--- src/inc/ssr_defs.svh ---
// Offsets, field positions and reset values of the sequencer stack register slice
`ifndef SSR_DEFS_SVH
`define SSR_DEFS_SVH

// ----------------------------------------
// Register word layout
// ----------------------------------------
`define SSR_ACC_BIT 15
`define SSR_ADDR_HI 14
`define SSR_ADDR_LO 9
`define SSR_CONT_HI 8
`define SSR_RET_BIT 8
`define SSR_B_HI 7
`define SSR_B_LO 4
`define SSR_A_HI 3
`define SSR_A_LO 0
`define SSR_ID_HI 1
`define SSR_ID_LO 0

// ----------------------------------------
// Register offsets
// ----------------------------------------
`define SSR_OFS_ID 6'h10
`define SSR_OFS_SEQ0 6'h20
`define SSR_OFS_SEQ1 6'h21
`define SSR_OFS_SEQ2 6'h22
`define SSR_OFS_SEQ3 6'h23

// ----------------------------------------
// Reset words of the stack entries
// ----------------------------------------
`define SSR_RST_SEQ0 16'h4000
`define SSR_RST_SEQ1 16'h4211
`define SSR_RST_SEQ2 16'h4422
`define SSR_RST_SEQ3 16'h4633

// ----------------------------------------
// Miscellaneous values
// ----------------------------------------
`define SSR_CONT_ZERO 9'h000
`define SSR_WORD_ZERO 16'h0000

`endif

--- src/inc/ssr_pkg.sv ---
// Types shared by the sequencer stack register slice
`default_nettype none
package ssr_pkg;
    // Access kind carried in the top bit of a register word
    typedef enum logic {
        SSR_ACC_READ,
        SSR_ACC_WRITE
    } ssr_acc_e;

    // Sequencer stepping states
    typedef enum logic {
        SSR_SEQ_IDLE,
        SSR_SEQ_RUN
    } ssr_seq_e;

    typedef logic [5:0] ssr_addr_t;
    typedef logic [8:0] ssr_cont_t;
    typedef logic [15:0] ssr_word_t;
endpackage
`default_nettype wire

--- src/logic/ssr_regs.sv ---
// Sequencer stack registers with part identity, word port, plain register port and sequencer
`timescale 1ns/1ps
`default_nettype none
`include "ssr_defs.svh"
module ssr_regs #(
    parameter int ENTRIES = 4,
    parameter int PTR_W = 2,
    parameter logic [1:0] PART_ID = 2'h1 // Arbitrary value
) (
    input wire logic clk,
    input wire logic rst_n,
    // Plain register port
    input wire logic [5:0] reg_addr,
    input wire logic [15:0] reg_wdata,
    input wire logic reg_wr,
    input wire logic reg_rd,
    output logic [15:0] reg_rdata,
    // Register word port
    input wire logic [15:0] frame_word,
    input wire logic frame_valid,
    output logic [15:0] frame_rdata,
    output logic frame_rvalid,
    // Sequencer control
    input wire logic seq_run,
    input wire logic seq_restart,
    input wire logic conv_done,
    output logic seq_running,
    output logic [PTR_W-1:0] active_entry,
    output logic [3:0] half_a_channel_code,
    output logic [3:0] half_b_channel_code,
    output logic access_fault
);
    // ----------------------------------------
    // Reset contents of the stack
    // ----------------------------------------
    localparam logic [15:0] RST_WORDS [0:3] = '{
        `SSR_RST_SEQ0,
        `SSR_RST_SEQ1,
        `SSR_RST_SEQ2,
        `SSR_RST_SEQ3
    };

    // ----------------------------------------
    // Word port decode
    // ----------------------------------------
    wire ssr_pkg::ssr_acc_e frame_acc = ssr_pkg::ssr_acc_e'(frame_word[`SSR_ACC_BIT]);
    wire ssr_pkg::ssr_addr_t frame_addr = frame_word[`SSR_ADDR_HI:`SSR_ADDR_LO];
    wire ssr_pkg::ssr_cont_t frame_cont = frame_word[`SSR_CONT_HI:0];
    wire logic frame_wr = frame_valid && (frame_acc == ssr_pkg::SSR_ACC_WRITE);
    wire logic frame_rd = frame_valid && (frame_acc == ssr_pkg::SSR_ACC_READ);

    // ----------------------------------------
    // Plain port decode
    // ----------------------------------------
    wire ssr_pkg::ssr_cont_t bus_cont = reg_wdata[`SSR_CONT_HI:0];

    // Address hits on the identity register
    wire logic bus_hit_id = (reg_addr == `SSR_OFS_ID);
    wire logic frame_hit_id = (frame_addr == `SSR_OFS_ID);

    // Stack base offset and entry hits
    wire ssr_pkg::ssr_addr_t seq_base = `SSR_OFS_SEQ0;
    wire ssr_pkg::ssr_addr_t bus_rel = ssr_pkg::ssr_addr_t'(reg_addr - seq_base);
    wire ssr_pkg::ssr_addr_t frame_rel = ssr_pkg::ssr_addr_t'(frame_addr - seq_base);
    wire logic bus_hit_seq = (reg_addr >= seq_base) && (bus_rel < 6'(ENTRIES));
    wire logic frame_hit_seq = (frame_addr >= seq_base) && (frame_rel < 6'(ENTRIES));
    wire logic [PTR_W-1:0] bus_idx = bus_rel[PTR_W-1:0];
    wire logic [PTR_W-1:0] frame_idx = frame_rel[PTR_W-1:0];

    // Unmapped access or a write to the read-only identity register
    wire logic bus_fault = (reg_wr || reg_rd) && !(bus_hit_id || bus_hit_seq) ||
                           (reg_wr && bus_hit_id);
    wire logic frame_fault = frame_valid && !(frame_hit_id || frame_hit_seq) ||
                             (frame_wr && frame_hit_id);
    wire logic fault_nxt = bus_fault || frame_fault;

    // ----------------------------------------
    // Stack entry storage
    // ----------------------------------------
    ssr_pkg::ssr_cont_t entry_r [0:ENTRIES-1];

    genvar gi;
    generate
        for (gi = 0; gi < ENTRIES; gi = gi + 1) begin : g_entry
            // Plain port write wins over a word port write in the same cycle
            wire logic bus_we = reg_wr && bus_hit_seq && (bus_idx == PTR_W'(gi));
            wire logic frame_we = frame_wr && frame_hit_seq && (frame_idx == PTR_W'(gi));
            wire ssr_pkg::ssr_cont_t entry_nxt = bus_we ? bus_cont :
                                                 (frame_we ? frame_cont : entry_r[gi]);

            // One entry: return flag, half B code, half A code
            always_ff @(posedge clk or negedge rst_n) begin
                if (!rst_n) begin
                    entry_r[gi] <= RST_WORDS[gi][`SSR_CONT_HI:0];
                end else begin
                    entry_r[gi] <= entry_nxt;
                end
            end
        end
    endgenerate

    // ----------------------------------------
    // Read selection
    // ----------------------------------------
    wire ssr_pkg::ssr_cont_t id_cont = {7'h00, PART_ID};
    wire ssr_pkg::ssr_cont_t bus_sel = bus_hit_id ? id_cont :
                                       (bus_hit_seq ? entry_r[bus_idx] : `SSR_CONT_ZERO);
    wire ssr_pkg::ssr_cont_t frame_sel = frame_hit_id ? id_cont :
                                         (frame_hit_seq ? entry_r[frame_idx] : `SSR_CONT_ZERO);

    // Answer words echo read access and the address, contents in the low bits
    wire ssr_pkg::ssr_word_t bus_word = {1'b0, reg_addr, bus_sel};
    wire ssr_pkg::ssr_word_t frame_ans = {1'b0, frame_addr, frame_sel};

    // Registered answers, one cycle after the request
    always_ff @(posedge clk or negedge rst_n) begin
        if (!rst_n) begin
            reg_rdata <= `SSR_WORD_ZERO;
            frame_rdata <= `SSR_WORD_ZERO;
            frame_rvalid <= 1'b0;
            access_fault <= 1'b0;
        end else begin
            reg_rdata <= reg_rd ? bus_word : `SSR_WORD_ZERO;
            frame_rdata <= frame_rd ? frame_ans : `SSR_WORD_ZERO;
            frame_rvalid <= frame_rd;
            access_fault <= fault_nxt;
        end
    end

    // ----------------------------------------
    // Sequencer
    // ----------------------------------------
    logic [PTR_W-1:0] ptr;
    wire ssr_pkg::ssr_cont_t cur_entry = entry_r[ptr];
    wire logic cur_return = cur_entry[`SSR_RET_BIT];

    ssr_seq_step #(
        .ENTRIES(ENTRIES),
        .PTR_W(PTR_W)
    ) u_step (
        .clk(clk),
        .rst_n(rst_n),
        .seq_run(seq_run),
        .seq_restart(seq_restart),
        .conv_done(conv_done),
        .return_flag(cur_return),
        .entry_ptr(ptr),
        .running(seq_running)
    );

    // Channel codes of the active entry, index of the input within each half
    always_ff @(posedge clk or negedge rst_n) begin
        if (!rst_n) begin
            active_entry <= '0;
            half_a_channel_code <= 4'h0;
            half_b_channel_code <= 4'h0;
        end else begin
            active_entry <= ptr;
            half_a_channel_code <= cur_entry[`SSR_A_HI:`SSR_A_LO];
            half_b_channel_code <= cur_entry[`SSR_B_HI:`SSR_B_LO];
        end
    end
    // Codes pass through untouched for the channel mux outside
endmodule // ssr_regs
`default_nettype wire

--- src/logic/ssr_seq_step.sv ---
// Stack pointer stepping of the channel sequencer
`timescale 1ns/1ps
`default_nettype none
module ssr_seq_step #(
    parameter int ENTRIES = 4,
    parameter int PTR_W = 2
) (
    input wire logic clk,
    input wire logic rst_n,
    input wire logic seq_run,
    input wire logic seq_restart,
    input wire logic conv_done,
    input wire logic return_flag,
    output logic [PTR_W-1:0] entry_ptr,
    output logic running
);
    ssr_pkg::ssr_seq_e state_r, state_nxt;
    logic [PTR_W-1:0] ptr_r, ptr_nxt;

    // Last entry of this slice wraps to entry 0
    localparam logic [PTR_W-1:0] LAST_PTR = PTR_W'(ENTRIES - 1);
    localparam logic [PTR_W-1:0] FIRST_PTR = '0;

    wire logic at_last = (ptr_r == LAST_PTR);
    wire logic [PTR_W-1:0] ptr_inc = PTR_W'(ptr_r + 1'b1);
    wire logic [PTR_W-1:0] ptr_step = return_flag ? FIRST_PTR :
                                      (at_last ? FIRST_PTR : ptr_inc);

    // Next state and pointer
    always_comb begin
        state_nxt = state_r;
        ptr_nxt = ptr_r;
        case (state_r)
            ssr_pkg::SSR_SEQ_IDLE: begin
                ptr_nxt = FIRST_PTR;
                if (seq_run) begin
                    state_nxt = ssr_pkg::SSR_SEQ_RUN;
                end
            end
            ssr_pkg::SSR_SEQ_RUN: begin
                if (!seq_run) begin
                    state_nxt = ssr_pkg::SSR_SEQ_IDLE;
                    ptr_nxt = FIRST_PTR;
                end else if (seq_restart) begin
                    ptr_nxt = FIRST_PTR;
                end else if (conv_done) begin
                    ptr_nxt = ptr_step;
                end
            end
            default: begin
                state_nxt = ssr_pkg::SSR_SEQ_IDLE;
                ptr_nxt = FIRST_PTR;
            end
        endcase
    end

    // State registers
    always_ff @(posedge clk or negedge rst_n) begin
        if (!rst_n) begin
            state_r <= ssr_pkg::SSR_SEQ_IDLE;
            ptr_r <= '0;
        end else begin
            state_r <= state_nxt;
            ptr_r <= ptr_nxt;
        end
    end

    assign entry_ptr = ptr_r;
    assign running = (state_r == ssr_pkg::SSR_SEQ_RUN);
endmodule // ssr_seq_step
`default_nettype wire

--- config.mk ---
export PLATFORM = sky130hd
export DESIGN_NAME = ssr_regs
export DESIGN_NICKNAME = d
export VERILOG_FILES = /design/src/inc/ssr_pkg.sv /design/src/logic/ssr_regs.sv /design/src/logic/ssr_seq_step.sv
export VERILOG_INCLUDE_DIRS = /design/src /design/src/inc
export SDC_FILE = /design/constraint.sdc
export NUM_CORES = 1
export LEC_CHECK = 0
export ABC_AREA = 0
export BUFFER_PORTS_ARGS = -buffer_cell sky130_fd_sc_hd__buf_2
export CAP_MARGIN = 20
export CELL_PAD_IN_SITES_DETAIL_PLACEMENT = 2
export CELL_PAD_IN_SITES_GLOBAL_PLACEMENT = 2
export CORE_MARGIN = 3
export CORE_UTILIZATION = 40
export CTS_CLUSTER_DIAMETER = 120
export CTS_CLUSTER_SIZE = 12
export DETAILED_ROUTE_END_ITERATION = 6
export PLACE_DENSITY = 0.94
export SLEW_MARGIN = 0
export SYNTH_ARGS = -nofsm -noshare
export SYNTH_HDL_FRONTEND = slang
export SYNTH_SLANG_ARGS = --single-unit
--- constraint.sdc ---
create_clock -name clk -period 2.2 [get_ports clk]
set_input_delay 0.22 -clock clk [delete_from_list [all_inputs] [get_ports clk]]
set_output_delay 0.22 -clock clk [all_outputs]
set_load 0.05 [all_outputs]
==> qor.txt <==
Status = completed
Fin. Hold Viols = 0
Buffers & Inverters on Critical Path = 2
Hold Buf Count CTS = 2
Most used routing layer = met2
M2 GR Usage = 45.61%
Vias in the first global route = 3464
Placed inst area = 0.004664 mm^2
Critical path's largest stage delay = 0.52 ns
Max Root-Sink Buffers = 2
Period minus WS final = 1.911 ns
Hold_ws = 0.02381 ns
Crit-path most repeated cell = mux2_2
Peak VDD IR = 360.4 uV
Worst Setup End Kind = register
First-pass GRT wire length = 21.44 mm
Worst-path fanout max = 6
Leakage power = 2.388 nW
Initial antenna violation count = 0
Cell taking the most area after synthesis = dfrtp_1
Postcts setup bufs = 0
Number of I/O pins = 91
Slew Limit Fails = 0
Die area = 0.01128 mm^2
R2r setup slk = 0.56 ns
DRT Pass-1 Iters = 4
Setup_tns = 0 ns
Fmax = 0.5232 GHz
Top delay family on crit path = simple AND/OR/NAND/NOR gates
Worst-path clk slew = 0.09 ns
Critical path cell sequence = buf_2 -> nor4b_4 -> nand4b_1 -> buf_4 -> mux2_2 -> mux2_2
Skew final = 0.01133 ns
Synth warn = 0
Most common cell after layout, fill and taps aside = buf_2
Req. time, crit path = 2.45 ns
Slew Limit Headroom = 45.26%
RSZ-0062 raised after global routing = false
Layout cell share with drive strength beyond 1 = 61.14%
Register area = 0.002037 mm^2
GR Util met1 = 30.35%
# diodes = 0
Starting Density = 42.25%
Cell variety after synth = 35
Largest net degree at the start of global routing = 43
Syn Inst Count = 268
Setup violations, final = 0
Hpwl dp = 9.157 mm
Finished Cell Area = 0.004896 mm^2
CTS H-tree depth = 3
Synth Cell Area = 0.004015 mm^2
Top-area cell type share of the netlist area = 45.50%
Root Driver = clkbuf_8
Synthesized flop and latch total = 81
Power per Cell Area = 785.1 mW/mm^2
CTS resizes = 0
Routability cong. = 0.7998
Post-Synthesis Mean Instance Area = 14.98 um^2
Post-DR wirelength/cell = 28.35 um
CTS Buf Count = 9
Vias = 2911
GR Overflow Total = 0
GRT Overall Usage = 25.90%
Fin worst setup slack = 0.2886 ns
Worst-Skew Late Latency = 0.37 ns
CTS tree = done
CTS sink cnt = 81
WS Path Type = in -> reg
Die Wd = 106.2 um
Row Count = 35
Worst Tran Pin Value = 0.8211 ns
Final worst-path cycle share = 86.88%
Area growth syn-to-layout = 21.94%
Commonest cells after routing, fill and taps aside = 80 x buf_2, 73 x dfrtp_1, 72 x mux2_2
Top cells by area, synth = dfrtp_1 45%, mux2_2 20%, mux4_2 14%, dfstp_2 5.2%, and3_1 2.6%
Layout fillers = 908
Max Cap Viol = 0
Core Footprint = 0.009503 mm^2
Vias per cell = 5.857
Die Ht = 106.2 um
Startpoint types = primary input
Critical path data arrival time = 2.16 ns
Multi-input combinational cell area = 0.001894 mm^2
Slowest cell on crit path = nand4b_1
Hold WC Path Type = in -> reg
Final #Nets = 410
Residual DRC = 0
Port Buf Inserts = 81
Part of the Yosys area used for sequential elements = 50.73%
Met3 Resource Use GR = 5.950%
Routed WL = 14.09 mm
DRT antenna net count = 0
Setup WS pre-CTS = 0.07020 ns
Iter 0 DRT Violations = 129
==> worst paths after layout <==
| check | depth (start not counted) | startpoint | end |
|---|---|---|---|
| worst max-delay path | 6 | reg_addr[3] | entry_r[13]$_DFFE_PN0P_ |
| worst min-delay path | 2 | seq_restart | u_step.entry_ptr[0]$_DFFE_PN0P_ |
| worst max register to register | 1 | u_step.entry_ptr[0]$_DFFE_PN0P_ | half_b_channel_code[3]$_DFF_PN0_ |
| worst min register to register | 2 | u_step.running$_DFF_PN0_ | u_step.entry_ptr[0]$_DFFE_PN0P_ |
| max in group asynchronous | 3 | rst_n | entry_r[18]$_DFFE_PN1P_ |
| min in group asynchronous | 2 | rst_n | reg_rdata[12]$_DFF_PN0_ |
==> area by class of cell <==
cell class	instances	area share (%)
Clock buffer	11	2.683
Multi-Input combinational cell	168	38.69
Tap cell	129	3.297
Sequential cell	81	41.60
Clock inverter	5	1.636
Inverter	3	0.2300
Timing Repair Buffer	100	11.86
==> cells by family after synthesis <==
| family | synth area share (%) |
|---|---|
| compound gates | 2.774 |
| simple gates | 8.788 |
| buf+inv | 2.337 |
| flops | 50.73 |
| mux | 34.96 |
| other cells | 0.09340 |
| fa+ha+maj | 0.3116 |
==> power breakdown <==
part | internal (mW) | switching, mW
logic | 0.357 | 0.435
clock network | 0.638 | 0.559
registers | 1.68 | 0.174
total | 2.68 | 1.17
==> Yosys cell counts (all sizes together) <==
cell,n
dfrtp,73
mux2,72
mux4,25
and3,17
and2,12
buf,10
dfstp,8
clkbuf,7
a21boi,5
nand2,4
nor2,4
nor2b,4
nor4b,4
inv,3
mux2i,3
a21oi,2
a31oi,2
nand4b,2
nor3,2
a211o,1
and4,1
conb,1
ha,1
nand3,1
nand3b,1
nor4,1
o311ai,1
o32ai,1
==> stage by stage <==
stage | cells | utilization, % | power [mW]
2_1_floorplan | 269 | - | 2.336
3_3_place_gp | 479 | 49.08 | 2.545
3_5_place_dp | 479 | 49.08 | 2.629
4_1_cts | 497 | 51.52 | 3.862
5_1_grt | 497 | 51.52 | 3.987
6_report | 497 | 51.52 | 3.844
==> sequential cells by signal, summed over array words and instances, names as in the netlist, 2 cells and up <==
name and flops:
active_entry 2, entry_r 36, frame_rdata 15, half_a_channel_code 4, half_b_channel_code 4, reg_rdata 15
u_step.entry_ptr 2
==> per-layer routing <==
metal	wire length [um]	up-vias	share of wire, %
met5	0	-	0
met4	414	0	2.9
met3	919	35	6.5
met2	7310	147	52
met1	5446	1530	39
li1	-	1199	-
No activity file was read; power rests on OpenSTA's default activity.
